**config.mk**
```make
export PLATFORM = sky130hd
export DESIGN_NAME = mrc_rx
export DESIGN_NICKNAME = d
export VERILOG_FILES = /design/src/hw/mrc_pkg.sv /design/src/hw/mrc_rx.sv
export SDC_FILE = /design/constraint.sdc
export NUM_CORES = 1
export LEC_CHECK = 0
export BUFFER_PORTS_ARGS = -buffer_cell sky130_fd_sc_hd__buf_2
export CAP_MARGIN = 15
export CORE_ASPECT_RATIO = 1.4
export CORE_UTILIZATION = 46
export CTS_BUF_LIST = sky130_fd_sc_hd__clkbuf_8 sky130_fd_sc_hd__clkbuf_16
export CTS_CLUSTER_DIAMETER = 50
export DETAILED_ROUTE_END_ITERATION = 6
export PLACE_DENSITY = 0.69
export SKIP_CTS_REPAIR_TIMING = 1
export SKIP_LAST_GASP = 1
export SLEW_MARGIN = 20
export SYNTH_ARGS = -nofsm -noshare
export SYNTH_HDL_FRONTEND = slang
export SYNTH_SLANG_ARGS = --single-unit
```
**constraint.sdc**
```tcl
create_clock -name mclk -period 5.4 [get_ports mclk]
set_input_delay 0 -clock mclk [delete_from_list [all_inputs] [get_ports mclk]]
set_output_delay 0 -clock mclk [all_outputs]
set_load 0.01 [all_outputs]
```
**src/hw/mrc_pkg.sv**
```systemverilog
// Function
// RL1: Abort frames longer than 14-bit programmed maximum.
// RL2: Maximum length resets to 1518 bytes.
// RL3: Watchdog truncates frames beyond 11264 bytes always.
// RL4: Select 0 cuts at maximum plus one.
// RL5: Select 1 cuts at 11265, flags watchdog.
// RL6: Strip final four bytes when enabled.
// RL7: Enforcement off: abort all frames over maximum.
// RL8: Enforcement on: allow four per VLAN tag.
// RL9: Software keeps settings stable while receiver enabled.
// RL10: Enable bit gates frame acceptance; resets clear.
// RL11: Disabling mid-frame finishes that frame first.
// RL12: Disabled flag set on completion, write clears.
// RL13: Reserved bits read zero, ignore writes.
package mrc_pkg;
  localparam logic [11:0] OFS_RX_CTRL = 12'h104;
  localparam logic [11:0] OFS_IRQ_STATUS = 12'h120;
  localparam logic [11:0] OFS_IRQ_MASK = 12'h124;
  localparam int POS_ENABLE = 0;
  localparam int POS_DISABLED = 1;
  localparam int POS_VLAN_ENF = 2;
  localparam int POS_FCS_STRIP = 4;
  localparam int POS_TRUNC_SEL = 5;
  localparam int POS_MAX_LO = 16;
  localparam int POS_MAX_HI = 29;
  localparam int IRQ_DISABLED = 0;
  localparam int IRQ_LONG = 1;
  localparam int IRQ_WATCHDOG = 2;
  localparam logic [13:0] RST_MAX_SIZE = 14'd1518;
  localparam logic RST_TRUNC_SEL = 1'b1;
  localparam logic [15:0] WD_CUT_LEN = 16'd11265;
  localparam logic [15:0] VLAN_EXTRA = 16'h0004;
  localparam logic [7:0] TPID_HI = 8'h81;
  localparam logic [7:0] TPID_LO = 8'h00;
  localparam int FCS_BYTES = 4;
  localparam logic [1:0] RESP_OKAY = 2'b00;
  localparam logic [1:0] RESP_SLVERR = 2'b10;
endpackage

```
**src/hw/mrc_rx.sv**
```systemverilog
// Local design decision: the AXI4-Lite slave port.
`timescale 1ns/10ps
module mrc_rx (
  input wire logic mclk,
  input wire logic rstn,
  input wire logic [11:0] s_axi_awaddr,
  input wire logic s_axi_awvalid,
  output logic s_axi_awready,
  input wire logic [31:0] s_axi_wdata,
  input wire logic [3:0] s_axi_wstrb,
  input wire logic s_axi_wvalid,
  output logic s_axi_wready,
  output logic [1:0] s_axi_bresp,
  output logic s_axi_bvalid,
  input wire logic s_axi_bready,
  input wire logic [11:0] s_axi_araddr,
  input wire logic s_axi_arvalid,
  output logic s_axi_arready,
  output logic [31:0] s_axi_rdata,
  output logic [1:0] s_axi_rresp,
  output logic s_axi_rvalid,
  input wire logic s_axi_rready,
  input wire logic phy_rx_dv,
  input wire logic [7:0] phy_rx_data,
  output logic out_valid,
  output logic [7:0] out_data,
  output logic cmd_valid,
  output logic [13:0] cmd_len,
  output logic cmd_long,
  output logic cmd_rwt,
  output logic irq
);

  typedef enum logic [1:0] {MRC_IDLE, MRC_RECV, MRC_DROP} mrc_state_e;

  logic [1:0] rst_sync;
  logic rst_n;
  logic [8:0] pin_q1, pin_q2;
  logic dv;
  logic dv_prev;
  logic [7:0] din;
  logic receiver_enable;
  logic enable_prev, disable_pending;
  logic rx_disabled;
  logic vlan_size_enforce;
  logic fcs_strip;
  logic truncation_length_select;
  logic [13:0] max_size;
  logic [2:0] irq_status;
  logic [2:0] irq_mask;
  logic aw_held, w_held;
  logic [11:0] aw_addr;
  logic [31:0] w_data;
  logic [3:0] w_strb;
  logic wr_fire;
  logic wr_ctrl, wr_stat;
  logic [31:0] ctrl_view;
  mrc_state_e state;
  logic [15:0] cnt;
  logic [1:0] tags;
  logic frame_long, frame_rwt;
  logic [15:0] limit, cut_len;
  logic tpid_hi_seen;
  logic byte_in, frame_start;
  logic frame_end;
  logic ev_long, ev_rwt, ev_disabled;
  logic [7:0] pipe [mrc_pkg::FCS_BYTES];
  logic [2:0] fill;

  // Reset release passes two flip-flops.
  always_ff @(posedge mclk or negedge rstn) begin
    if (!rstn) begin
      rst_sync <= 2'b00;
    end else begin
      rst_sync <= {rst_sync[0], 1'b1};
    end
  end
  assign rst_n = rst_sync[1];

  // PHY pins are resynchronised; only the second stage is read.
  always_ff @(posedge mclk or negedge rst_n) begin
    if (!rst_n) begin
      pin_q1 <= 9'h000;
      pin_q2 <= 9'h000;
      dv_prev <= 1'b0;
    end else begin
      pin_q1 <= {phy_rx_dv, phy_rx_data};
      pin_q2 <= pin_q1;
      dv_prev <= pin_q2[8];
    end
  end
  assign dv = pin_q2[8];
  assign din = pin_q2[7:0];

  // AXI4-Lite write path: address and data are taken in either order.
  assign s_axi_awready = !aw_held && !s_axi_bvalid;
  assign s_axi_wready = !w_held && !s_axi_bvalid;
  assign wr_fire = aw_held && w_held && !s_axi_bvalid;
  assign wr_ctrl = wr_fire && (aw_addr == mrc_pkg::OFS_RX_CTRL);
  assign wr_stat = wr_fire && (aw_addr == mrc_pkg::OFS_IRQ_STATUS);

  always_ff @(posedge mclk or negedge rst_n) begin
    if (!rst_n) begin
      aw_held <= 1'b0;
      w_held <= 1'b0;
      aw_addr <= 12'h000;
      w_data <= 32'h0000_0000;
      w_strb <= 4'h0;
      s_axi_bvalid <= 1'b0;
      s_axi_bresp <= mrc_pkg::RESP_OKAY;
    end else begin
      if (s_axi_awvalid && s_axi_awready) begin
        aw_held <= 1'b1;
        aw_addr <= {s_axi_awaddr[11:2], 2'b00};
      end
      if (s_axi_wvalid && s_axi_wready) begin
        w_held <= 1'b1;
        w_data <= s_axi_wdata;
        w_strb <= s_axi_wstrb;
      end
      if (wr_fire) begin
        aw_held <= 1'b0;
        w_held <= 1'b0;
        s_axi_bvalid <= 1'b1;
        if (aw_addr == mrc_pkg::OFS_RX_CTRL || aw_addr == mrc_pkg::OFS_IRQ_STATUS ||
            aw_addr == mrc_pkg::OFS_IRQ_MASK) begin
          s_axi_bresp <= mrc_pkg::RESP_OKAY;
        end else begin
          s_axi_bresp <= mrc_pkg::RESP_SLVERR;
        end
      end else if (s_axi_bvalid && s_axi_bready) begin
        s_axi_bvalid <= 1'b0;
      end
    end
  end

  // Control fields; reserved bits are never stored.
  always_ff @(posedge mclk or negedge rst_n) begin
    if (!rst_n) begin
      receiver_enable <= 1'b0;
      vlan_size_enforce <= 1'b0;
      fcs_strip <= 1'b0;
      truncation_length_select <= mrc_pkg::RST_TRUNC_SEL;
      max_size <= mrc_pkg::RST_MAX_SIZE; // RL2
      irq_mask <= 3'b000;
    end else begin
      if (wr_ctrl && w_strb[0]) begin // RL13
        receiver_enable <= w_data[mrc_pkg::POS_ENABLE];
        vlan_size_enforce <= w_data[mrc_pkg::POS_VLAN_ENF];
        fcs_strip <= w_data[mrc_pkg::POS_FCS_STRIP];
        truncation_length_select <= w_data[mrc_pkg::POS_TRUNC_SEL];
      end
      if (wr_ctrl && w_strb[2]) begin
        max_size[7:0] <= w_data[mrc_pkg::POS_MAX_LO +: 8];
      end
      if (wr_ctrl && w_strb[3]) begin
        max_size[13:8] <= w_data[mrc_pkg::POS_MAX_HI -: 6];
      end
      if (wr_fire && aw_addr == mrc_pkg::OFS_IRQ_MASK && w_strb[0]) begin
        irq_mask <= w_data[2:0];
      end
    end
  end

  // Graceful disable: the open frame finishes before the flag rises.
  always_ff @(posedge mclk or negedge rst_n) begin
    if (!rst_n) begin
      enable_prev <= 1'b0;
      disable_pending <= 1'b0;
    end else begin
      enable_prev <= receiver_enable;
      if (enable_prev && !receiver_enable) begin
        disable_pending <= 1'b1;
      end else if (receiver_enable || ev_disabled) begin
        disable_pending <= 1'b0;
      end
    end
  end
  assign ev_disabled = disable_pending && !receiver_enable && (state == MRC_IDLE); // RL11

  // Event flags: a set in the same cycle as a clearing write wins.
  always_ff @(posedge mclk or negedge rst_n) begin
    if (!rst_n) begin
      rx_disabled <= 1'b0;
      irq_status <= 3'b000;
    end else begin
      if (ev_disabled) begin
        rx_disabled <= 1'b1; // RL12
      end else if (wr_ctrl && w_strb[0] && w_data[mrc_pkg::POS_DISABLED]) begin
        rx_disabled <= 1'b0; // RL12
      end
      for (int i = 0; i < 3; i++) begin
        if (wr_stat && w_strb[0] && w_data[i]) begin
          irq_status[i] <= 1'b0;
        end
      end
      if (ev_disabled) begin
        irq_status[mrc_pkg::IRQ_DISABLED] <= 1'b1;
      end
      if (ev_long) begin
        irq_status[mrc_pkg::IRQ_LONG] <= 1'b1;
      end
      if (ev_rwt) begin
        irq_status[mrc_pkg::IRQ_WATCHDOG] <= 1'b1;
      end
    end
  end
  assign irq = |(irq_status & irq_mask);

  always_comb begin
    ctrl_view = 32'h0000_0000; // RL13
    ctrl_view[mrc_pkg::POS_ENABLE] = receiver_enable;
    ctrl_view[mrc_pkg::POS_DISABLED] = rx_disabled;
    ctrl_view[mrc_pkg::POS_VLAN_ENF] = vlan_size_enforce;
    ctrl_view[mrc_pkg::POS_FCS_STRIP] = fcs_strip;
    ctrl_view[mrc_pkg::POS_TRUNC_SEL] = truncation_length_select;
    ctrl_view[mrc_pkg::POS_MAX_HI:mrc_pkg::POS_MAX_LO] = max_size;
  end

  // AXI4-Lite read path answers one cycle after the address is taken.
  assign s_axi_arready = !s_axi_rvalid;
  always_ff @(posedge mclk or negedge rst_n) begin
    if (!rst_n) begin
      s_axi_rvalid <= 1'b0;
      s_axi_rdata <= 32'h0000_0000;
      s_axi_rresp <= mrc_pkg::RESP_OKAY;
    end else if (s_axi_arvalid && s_axi_arready) begin
      s_axi_rvalid <= 1'b1;
      s_axi_rresp <= mrc_pkg::RESP_OKAY;
      case ({s_axi_araddr[11:2], 2'b00})
        mrc_pkg::OFS_RX_CTRL: s_axi_rdata <= ctrl_view;
        mrc_pkg::OFS_IRQ_STATUS: s_axi_rdata <= {29'h0000_0000, irq_status};
        mrc_pkg::OFS_IRQ_MASK: s_axi_rdata <= {29'h0000_0000, irq_mask};
        default: begin
          s_axi_rdata <= 32'h0000_0000;
          s_axi_rresp <= mrc_pkg::RESP_SLVERR;
        end
      endcase
    end else if (s_axi_rvalid && s_axi_rready) begin
      s_axi_rvalid <= 1'b0;
    end
  end

  // Size limit grows by four bytes per VLAN tag when enforcement is on.
  always_comb begin
    if (vlan_size_enforce) begin
      limit = {2'b00, max_size} + 16'(tags) * mrc_pkg::VLAN_EXTRA; // RL8
    end else begin
      limit = {2'b00, max_size}; // RL7
    end
    if (truncation_length_select || limit >= mrc_pkg::WD_CUT_LEN) begin
      cut_len = mrc_pkg::WD_CUT_LEN; // RL3 RL5
    end else begin
      cut_len = limit + 16'h0001; // RL4 RL8
    end
  end

  assign frame_start = dv && !dv_prev && receiver_enable && (state == MRC_IDLE); // RL10
  assign byte_in = frame_start || (dv && (state == MRC_RECV));
  assign frame_end = !dv && dv_prev && (state != MRC_IDLE);
  assign ev_long = frame_end && (frame_long || cnt > limit); // RL1
  assign ev_rwt = frame_end && frame_rwt;

  // Frame receive sequencer.
  always_ff @(posedge mclk or negedge rst_n) begin
    if (!rst_n) begin
      state <= MRC_IDLE;
      cnt <= 16'h0000;
      tags <= 2'b00;
      frame_long <= 1'b0;
      frame_rwt <= 1'b0;
    end else begin
      case (state)
        MRC_IDLE: begin
          if (frame_start) begin // RL10
            state <= MRC_RECV;
            cnt <= 16'h0001;
            tags <= 2'b00;
            frame_long <= 1'b0;
            frame_rwt <= 1'b0;
          end
        end
        MRC_RECV: begin
          if (!dv) begin
            state <= MRC_IDLE;
          end else begin
            cnt <= cnt + 16'h0001;
            if (cnt + 16'h0001 > limit) begin
              frame_long <= 1'b1; // RL1
            end
            if (cnt + 16'h0001 == cut_len) begin
              state <= MRC_DROP;
              frame_long <= 1'b1; // RL4 RL5
              frame_rwt <= (cut_len == mrc_pkg::WD_CUT_LEN); // RL5
            end
          end
        end
        MRC_DROP: begin
          if (!dv) begin
            state <= MRC_IDLE;
          end
        end
        default: state <= MRC_IDLE;
      endcase
      if (dv && state == MRC_RECV && din == mrc_pkg::TPID_LO && tpid_hi_seen &&
          (cnt == 16'd13 || (cnt == 16'd17 && tags == 2'b01))) begin // RL8
        tags <= tags + 2'b01;
      end
    end
  end

  // Remembers whether the byte before a tag position was the tag high byte.
  always_ff @(posedge mclk or negedge rst_n) begin
    if (!rst_n) begin
      tpid_hi_seen <= 1'b0;
    end else if (byte_in) begin
      tpid_hi_seen <= (din == mrc_pkg::TPID_HI);
    end
  end

  // Four-byte hold-back so the trailing check sequence can be dropped.
  always_ff @(posedge mclk or negedge rst_n) begin
    if (!rst_n) begin
      fill <= 3'b000;
    end else if (frame_start) begin
      fill <= 3'b001;
    end else if (state == MRC_IDLE) begin
      fill <= 3'b000;
    end else if (byte_in && fill != 3'(mrc_pkg::FCS_BYTES)) begin
      fill <= fill + 3'b001;
    end
  end

  for (genvar g = 0; g < mrc_pkg::FCS_BYTES; g++) begin : g_pipe
    always_ff @(posedge mclk or negedge rst_n) begin
      if (!rst_n) begin
        pipe[g] <= 8'h00;
      end else if (byte_in) begin
        pipe[g] <= (g == 0) ? din : pipe[g - ((g == 0) ? 0 : 1)];
      end
    end
  end

  always_ff @(posedge mclk or negedge rst_n) begin
    if (!rst_n) begin
      out_valid <= 1'b0;
      out_data <= 8'h00;
      cmd_valid <= 1'b0;
      cmd_len <= 14'h0000;
      cmd_long <= 1'b0;
      cmd_rwt <= 1'b0;
    end else begin
      if (fcs_strip) begin
        out_valid <= byte_in && (fill == 3'(mrc_pkg::FCS_BYTES)); // RL6
        out_data <= pipe[mrc_pkg::FCS_BYTES - 1];
      end else begin
        out_valid <= byte_in;
        out_data <= din;
      end
      cmd_valid <= frame_end;
      if (frame_end) begin
        cmd_len <= cnt[13:0];
        cmd_long <= frame_long || (cnt > limit);
        cmd_rwt <= frame_rwt;
      end
    end
  end

endmodule // mrc_rx

```
==> run metrics, run 1 <==
result of the run finished with violations; violated checks hold timing; Setup crit start kind flip-flop; share of synthesized cell area in and, or, nand and nor gates 16.4%; overall fraction of global-route tracks in use between 20% and 30%; die boundary height roughly 170 um; worst stage delay on the critical path ~0.57 ns; starting utilization of the core area between 40% and 50%; Crit path buffers/inverters 0; type of element capturing the critical path flip-flop; number of buffers created by CTS 17; Comb pwr share between 15 and 20%; final sum of negative setup slack 0 ns; adder-cell area share of the yosys netlist approximately 5%; VDD IR-drop max between 0.3 and 0.4 mV; number of global-route vias before repair just under 7,000; Post-Place Setup Slack approximately 1.1 ns; core footprint around 0.020 sq mm; Finished Layout Cells ~1,300; number of clock sinks seen by CTS approximately 190; Post-Route WL about 22 mm; number of optimization iterations in the first detailed-route pass 4; area of the die around 0.021 sq mm; synth-to-layout area growth 18.2%; cell with the biggest individual delay on the critical path sky130_fd_sc_hd__or4b_1; number of placed instances with taps included 1,235; Worst slew margin around 32%; clock input transition at the sequential cells of the worst setup and hold paths roughly 0.080 ns; grt ovf 0; crit path time final about 4.3 ns; Slew @ Worst Pin about 1 ns; initial antenna violation count 0; library cells used by synthesis roughly 80; smallest hold slack -0.00881 ns; count of mapped cells out of synthesis ~910; fmax about 230 MHz; share of flip-flops with an asynchronous set or reset 100%; Final Wtd Congestion approximately 0.89; boundary pin count about 140; main area contributors after synthesis sky130_fd_sc_hd__dfrtp_1, sky130_fd_sc_hd__mux2_2, sky130_fd_sc_hd__nand2_1; wire length of the first global-routing pass 35.1 mm; total number of H-tree levels 4; proportion of power drawn by flip-flops and latches 48.7%; critical path start-end classification flip-flop to flip-flop; largest area contributor in the netlist sky130_fd_sc_hd__dfrtp_1; Psw roughly 1 mW; RSZ-0062 raised after global routing no; share of layout cells above drive strength 1 between 20% and 30%; Synth Register Bits around 190; path type of the worst min-delay path input port to flip-flop; synthesized-area fraction occupied by xor and xnor cells under 10%; biggest fanout along the worst timing path 10; CTS tree built; Leak Pwr around 5.5 nW; count of final hold-check violations 1; share of power burned in the clock network between 30% and 40%; Critical Path RT between 5 and 6 ns; Final period util around 80%; delay-heaviest family, CP compound AO/OA/AOI/OAI gates; Diodes inserted 0; Post-Syn Area per Cell 10.6 sq um; leading register cell type out of synthesis sky130_fd_sc_hd__dfrtp_1; max-capacitance violation count 0; setup clock skew after layout about 0.0084 ns; root buffer selected by CTS sky130_fd_sc_hd__clkbuf_16; maximum number of pins on one net before global-route repair 188; P_int 2.54 mW; Initial DRC Count between 300 and 400; Synth Area in Compound Gates a little under an eighth; vias per cell 5.43; number of filler cells placed in the layout about 1,800; total power divided by cell area a little over 300 mW/mm^2; Yosys warning count 0; switching portion of total power between 20% and 30%; post-synthesis instance area ~0.0096 sq mm; Die W between 100 and 150 um; main combinational cell family by area after synthesis simple AND/OR/NAND/NOR gates; number of flops mapped to enable cells by yosys 0; smallest setup slack after layout between 1 and 1.5 ns; maximum root-to-sink buffer count 2; Final ANT Viol Nets 0; proportion of synthesized area in mux cells between 9 and 10%; ordered list of cells on the worst path ha_1 -> fa_1 -> and3b_2 -> nor2_2 -> and4b_1 -> o2111ai_1 -> a21o_1 -> or4b_1 -> a22o_1 -> a2111oi_4 -> o21ai_1 -> a22o_1; HPWL reported at the end of detailed placement approximately 16 mm; Port Buf Inserts 110; WL per Instance about 17 um; Pins Over Slew Limit 0; Worst EP arrival 4.67 ns; final setup violation count 0; cell with the most instances on the worst path sky130_fd_sc_hd__a22o_1; insertion delay to the later sink of the worst-skew pair around 0.44 ns; standard-cell row count between 60 and 70; Final Net Count approximately 1,200; remaining design rule violation count 0; sequential-to-total area share from yosys stat 49.4%; top cell type's share of synthesized area 46.9%; Via Count 7,127
-- metal layers --
| metal | global-route usage [%] | vias up | share of wire, % |
|---|---|---|---|
| li1 | - | 3469 | - |
| met1 | 26.2 | 3520 | 41 |
| met2 | 37.3 | 111 | 54 |
| met3 | 3.86 | 27 | 2.7 |
| met4 | 7.44 | 0 | 2.1 |
| met5 | 0 | - | 0 |
-- flip-flops by register name (all words and copies together) (netlist names), 2 cells and up --
name,count
s_axi_rdata,19
irq_status,3
rst_sync,2
fill,3
pin_q2,9
cnt,16
max_size,14
tags,2
aw_addr,10
cmd_len,14
w_data,19
w_strb,3
irq_mask,3
out_data,8
pin_q1,9
pipe,32
state,2
-- worst min-delay path: stages --
cell,delay (ns)
sky130_fd_sc_hd__buf_2,0.14
sky130_fd_sc_hd__a21oi_1,0.16
sky130_fd_sc_hd__o31ai_1,0.08
-- Yosys cell counts, types with 9 or more instances --
library cell               instances
sky130_fd_sc_hd__and3_1            9
sky130_fd_sc_hd__nand3_1          40
sky130_fd_sc_hd__xnor2_1          24
sky130_fd_sc_hd__a21o_1           12
sky130_fd_sc_hd__dfstp_2           9
sky130_fd_sc_hd__clkbuf_1         34
sky130_fd_sc_hd__mux2_2           80
sky130_fd_sc_hd__a22o_1           18
sky130_fd_sc_hd__nor2_1           32
sky130_fd_sc_hd__inv_1            30
sky130_fd_sc_hd__buf_4            16
sky130_fd_sc_hd__and2_1           10
sky130_fd_sc_hd__nor2b_1           9
sky130_fd_sc_hd__nand2_1         143
sky130_fd_sc_hd__dfrtp_1         180
sky130_fd_sc_hd__xor2_1           11
sky130_fd_sc_hd__nand4_1          11
sky130_fd_sc_hd__ha_1             36
sky130_fd_sc_hd__a21oi_1          22
sky130_fd_sc_hd__nor3_1           10
sky130_fd_sc_hd__o21ai_0          41
-- path summary, 6_finish.rpt --
path | startpoint | to | slack (ns) | depth (start not counted)
max in group asynchronous | rst_sync[1] | cnt[14] | 4.18 | 1
worst min register to register | pin_q1[4] | pin_q2[4] | 0.35 | 0
worst min-delay path | s_axi_araddr[2] | s_axi_rdata[1] | -0.009 | 3
worst max-delay path | tags[0] | frame_rwt | 1.06 | 12
worst max register to register | tags[0] | frame_rwt | 1.06 | 12
min in group asynchronous | rstn | rst_sync[1] | 0.40 | 3
-- cells in the final DEF (no fill, tap or decap), types with 16 or more instances in the layout --
master                          netlist  layout
sky130_fd_sc_hd__nand3_1             40      40
sky130_fd_sc_hd__buf_2                2     110
sky130_fd_sc_hd__nor2_1              32      31
sky130_fd_sc_hd__mux2_2              80      80
sky130_fd_sc_hd__inv_1               30      30
sky130_fd_sc_hd__dlygate4sd3_1        0      45
sky130_fd_sc_hd__dfrtp_1            180     179
sky130_fd_sc_hd__xnor2_1             24      24
sky130_fd_sc_hd__nand2_1            143     143
sky130_fd_sc_hd__a22o_1              18      18
sky130_fd_sc_hd__conb_1               2      16
sky130_fd_sc_hd__clkbuf_16            0      17
sky130_fd_sc_hd__o21ai_0             41      41
sky130_fd_sc_hd__ha_1                36      36
sky130_fd_sc_hd__a21oi_1             22      22
-- logic make-up after synthesis --
logic type	Yosys count
multiplexers	83
flip-flops	189
buffers and inverters	87
other	2
XOR/XNOR	38
adder cells (fa/ha/maj)	38
AO/OA/AOI/OAI	152
AND/OR/NAND/NOR	319
-- per-stage QoR --
stage               hold WS [ns]  utilization, %  area (sq um)  power (mW)
finish                  -0.00881            55.4         11300        3.51
global route              0.0225            55.4         11300        3.69
CTS                       -0.684            53.2         10900        3.53
detailed placement        -0.211            50.3         10300        2.26
global placement          -0.215            50.3         10300        2.23
floorplan                 -0.296               -          9660        2.11
-- cell type report --
type	count	area, sq um	share of cell area (%)
Sequential cell	189	4740	41.8
Multi-Input combinational cell	646	4530	39.9
Timing Repair Buffer	159	1040	9.19
Clock buffer	17	425	3.75
Tap cell	256	320	2.82
Clock inverter	15	174	1.53
Inverter	30	113	0.992
-- power groups by stage --
stage / clock [mW] / combinational (mW) / sequential (mW)
global placement: 0 / 0.507 / 1.73
floorplan: 0 / 0.392 / 1.72
CTS: 1.30 / 0.522 / 1.71
global route: 1.36 / 0.598 / 1.74
finish: 1.26 / 0.544 / 1.71
detailed placement: 0 / 0.520 / 1.74
(Power assumes the default switching activity.)
==> run 2, diff against run 1 <==
==> constraint.sdc (replaced) <==
create_clock -name mclk -period 3.7 [get_ports mclk]
set_input_delay 0 -clock mclk [delete_from_list [all_inputs] [get_ports mclk]]
set_output_delay 0 -clock mclk [all_outputs]
set_load 0.01 [all_outputs]
==> run 2 against run 1 <==
Utilization up 2.8 points. Clock skew up 0.0022 ns. The run still ends with hold timing left. Via count up 4.4%. Largest power group unchanged. Sequential power up 46%.
==> run metrics, run 2 (synthesized netlist as in run 1, its figures left out) <==
number of filler cells placed in the layout roughly 1,800; flop2flop setup slack 0.01 ns; Comb pwr share approximately 16%; share of power burned in the clock network between 30% and 40%; grt ovf 0; boundary pin count approximately 140; Via Count roughly 7,400; starting utilization of the core area 46.9%; Hold Startpoint s_axi_araddr[2]; max-capacitance violation count 0; launch point of the worst path max_size[2]; violated checks hold timing; standard-cell row count 62; smallest hold slack -0.0212 ns; path type of the worst min-delay path input port to flip-flop; Final Wtd Congestion 0.913; Setup crit start kind flip-flop; Critical Path RT 4.07 ns; HPWL reported at the end of detailed placement approximately 17 mm; commonest cells after routing, fill and taps aside sky130_fd_sc_hd__dfrtp_1, sky130_fd_sc_hd__nand2_1, sky130_fd_sc_hd__buf_2, sky130_fd_sc_hd__mux2_2, sky130_fd_sc_hd__buf_4; VDD IR-drop max between 0.3 and 0.4 mV; vias per cell 5.44; worst stage delay on the critical path 0.56 ns; end of the worst hold path s_axi_rdata[1]; proportion of power drawn by flip-flops and latches a little under half; Worst EP arrival ~4 ns; count of final hold-check violations 1; maximum number of pins on one net before global-route repair approximately 110; ordered list of cells on the worst path ha_4 -> fa_2 -> and3_1 -> o221ai_2 -> buf_4 -> nor3_1 -> buf_4 -> nor2b_2 -> o21ai_0 -> or4b_1 -> a22o_1 -> a2111oi_4 -> buf_4 -> a21oi_1 -> nor2b_1; remaining design rule violation count 0; Crit path buffers/inverters 3; CTS tree built; worst reg2reg path endpoint state[1]; final setup violation count 0; WL per Instance 17.2 um; Diodes inserted 0; number of global-route vias before repair approximately 7,300; Final period util approximately 100%; number of buffers created by CTS 17; Final Net Count approximately 1,200; delay-heaviest family, CP simple AND/OR/NAND/NOR gates; total number of H-tree levels 4; fmax 271 MHz; biggest registers after layout pipe (32), s_axi_rdata (19), w_data (19); number of optimization iterations in the first detailed-route pass 5; cell with the biggest individual delay on the critical path sky130_fd_sc_hd__dfstp_2; wire length of the first global-routing pass 37.1 mm; P_int between 3 and 4 mW; RSZ-0062 raised after global routing yes; Post-Route WL 23.5 mm; root buffer selected by CTS sky130_fd_sc_hd__clkbuf_16; max FFs per register 32; crit path time final 3.69 ns; Die W roughly 120 um; depth of the most critical reg-to-reg path 15; core footprint ~0.020 sq mm; most common cell after layout, fill and taps aside sky130_fd_sc_hd__dfrtp_1; cell with the most instances on the worst path sky130_fd_sc_hd__buf_4; Psw 1.44 mW; cell area after placement about 0.011 sq mm; share of layout cells above drive strength 1 29.7%; register name with the most flops pipe; number of clock sinks seen by CTS 189; final design area excluding fillers between 0.01 and 0.015 sq mm; overall fraction of global-route tracks in use 22.7%; Leak Pwr 5.83 nW; area of the die 0.0215 sq mm; total power divided by cell area about 440 mW/mm^2; Slew @ Worst Pin ~0.99 ns; Worst slew margin between 30 and 40%; die boundary height 173 um; critical path start-end classification flip-flop to flip-flop; maximum root-to-sink buffer count 2; switching portion of total power 27.1%; Port Buf Inserts between 100 and 150; Initial DRC Count slightly below 400; worst reg2reg startpoint max_size[2]; initial antenna violation count 0; clock input transition at the sequential cells of the worst setup and hold paths 0.07 ns; setup clock skew after layout 0.0106 ns; result of the run finished with violations; Final ANT Viol Nets 0; type of element capturing the critical path flip-flop; synth-to-layout area growth 24.2%; biggest fanout along the worst timing path 4; Pins Over Slew Limit 0; insertion delay to the later sink of the worst-skew pair around 0.44 ns; cell depth of the worst hold path 3
## run 2: power by group through the flow
| stage | logic (mW) | registers, mW | clock network, mW |
|---|---|---|---|
| after floorplan | 0.573 | 2.50 | 0 |
| after global placement | 0.788 | 2.52 | 0 |
| after detailed placement | 0.805 | 2.53 | 0 |
| after CTS | 0.807 | 2.50 | 1.98 |
| after global routing | 0.939 | 2.54 | 2.06 |
| final | 0.855 | 2.50 | 1.95 |
## run 2: final cells by class
type                       count  area [sq um]  share of cell area, %
sequential                   189          4740                   39.8
multi-input combinational    646          4650                   39.0
timing repair buffer         215          1480                   12.4
clock buffer                  17           425                   3.57
tap                          256           320                   2.69
clock inverter                15           199                   1.67
inverter                      30           113                  0.944
## run 2: through the flow
stage	instances	utilization (%)	setup TNS, ns	power [mW]	worst slack (ns)
after CTS	1314	55.2	-0.291	5.28	-0.114
after detailed placement	1282	52.1	-0.288	3.34	-0.101
final	1368	58.2	0	5.30	0.0118
after global routing	1368	58.2	-0.754	5.53	-0.208
after global placement	1282	52.1	-0.0847	3.31	-0.0613
after floorplan	922	-	0	3.08	0.0204
## run 2: how the worst max path moves through the flow
stage | endpoint | slack, ns | depth (start not counted)
final | state[1] | 0.01 | 15
after global routing | frame_long | -0.21 | 13
after CTS | frame_long | -0.11 | 13
after detailed placement | frame_long | -0.10 | 13
after global placement | frame_long | -0.06 | 13
after floorplan | frame_rwt | 0.02 | 12
## run 2: worst register-to-register path, stage by stage, from the launching register on
cell	delay [ns]
sky130_fd_sc_hd__dfstp_2	0.56
sky130_fd_sc_hd__ha_4	0.15
sky130_fd_sc_hd__fa_2	0.43
sky130_fd_sc_hd__and3_1	0.17
sky130_fd_sc_hd__o221ai_2	0.21
sky130_fd_sc_hd__buf_4	0.16
sky130_fd_sc_hd__nor3_1	0.03
sky130_fd_sc_hd__buf_4	0.14
sky130_fd_sc_hd__nor2b_2	0.14
sky130_fd_sc_hd__o21ai_0	0.09
sky130_fd_sc_hd__or4b_1	0.55
sky130_fd_sc_hd__a22o_1	0.27
sky130_fd_sc_hd__a2111oi_4	0.33
sky130_fd_sc_hd__buf_4	0.20
sky130_fd_sc_hd__a21oi_1	0.07
sky130_fd_sc_hd__nor2b_1	0.12
## run 2: layer usage
| metal | vias up | track usage, % | routed length, um |
|---|---|---|---|
| met5 | - | 0 | 0 |
| met4 | 0 | 8.93 | 700 |
| met3 | 46 | 3.99 | 731 |
| met2 | 141 | 40.1 | 12700 |
| met1 | 3689 | 26.7 | 9390 |
| li1 | 3568 | - | - |
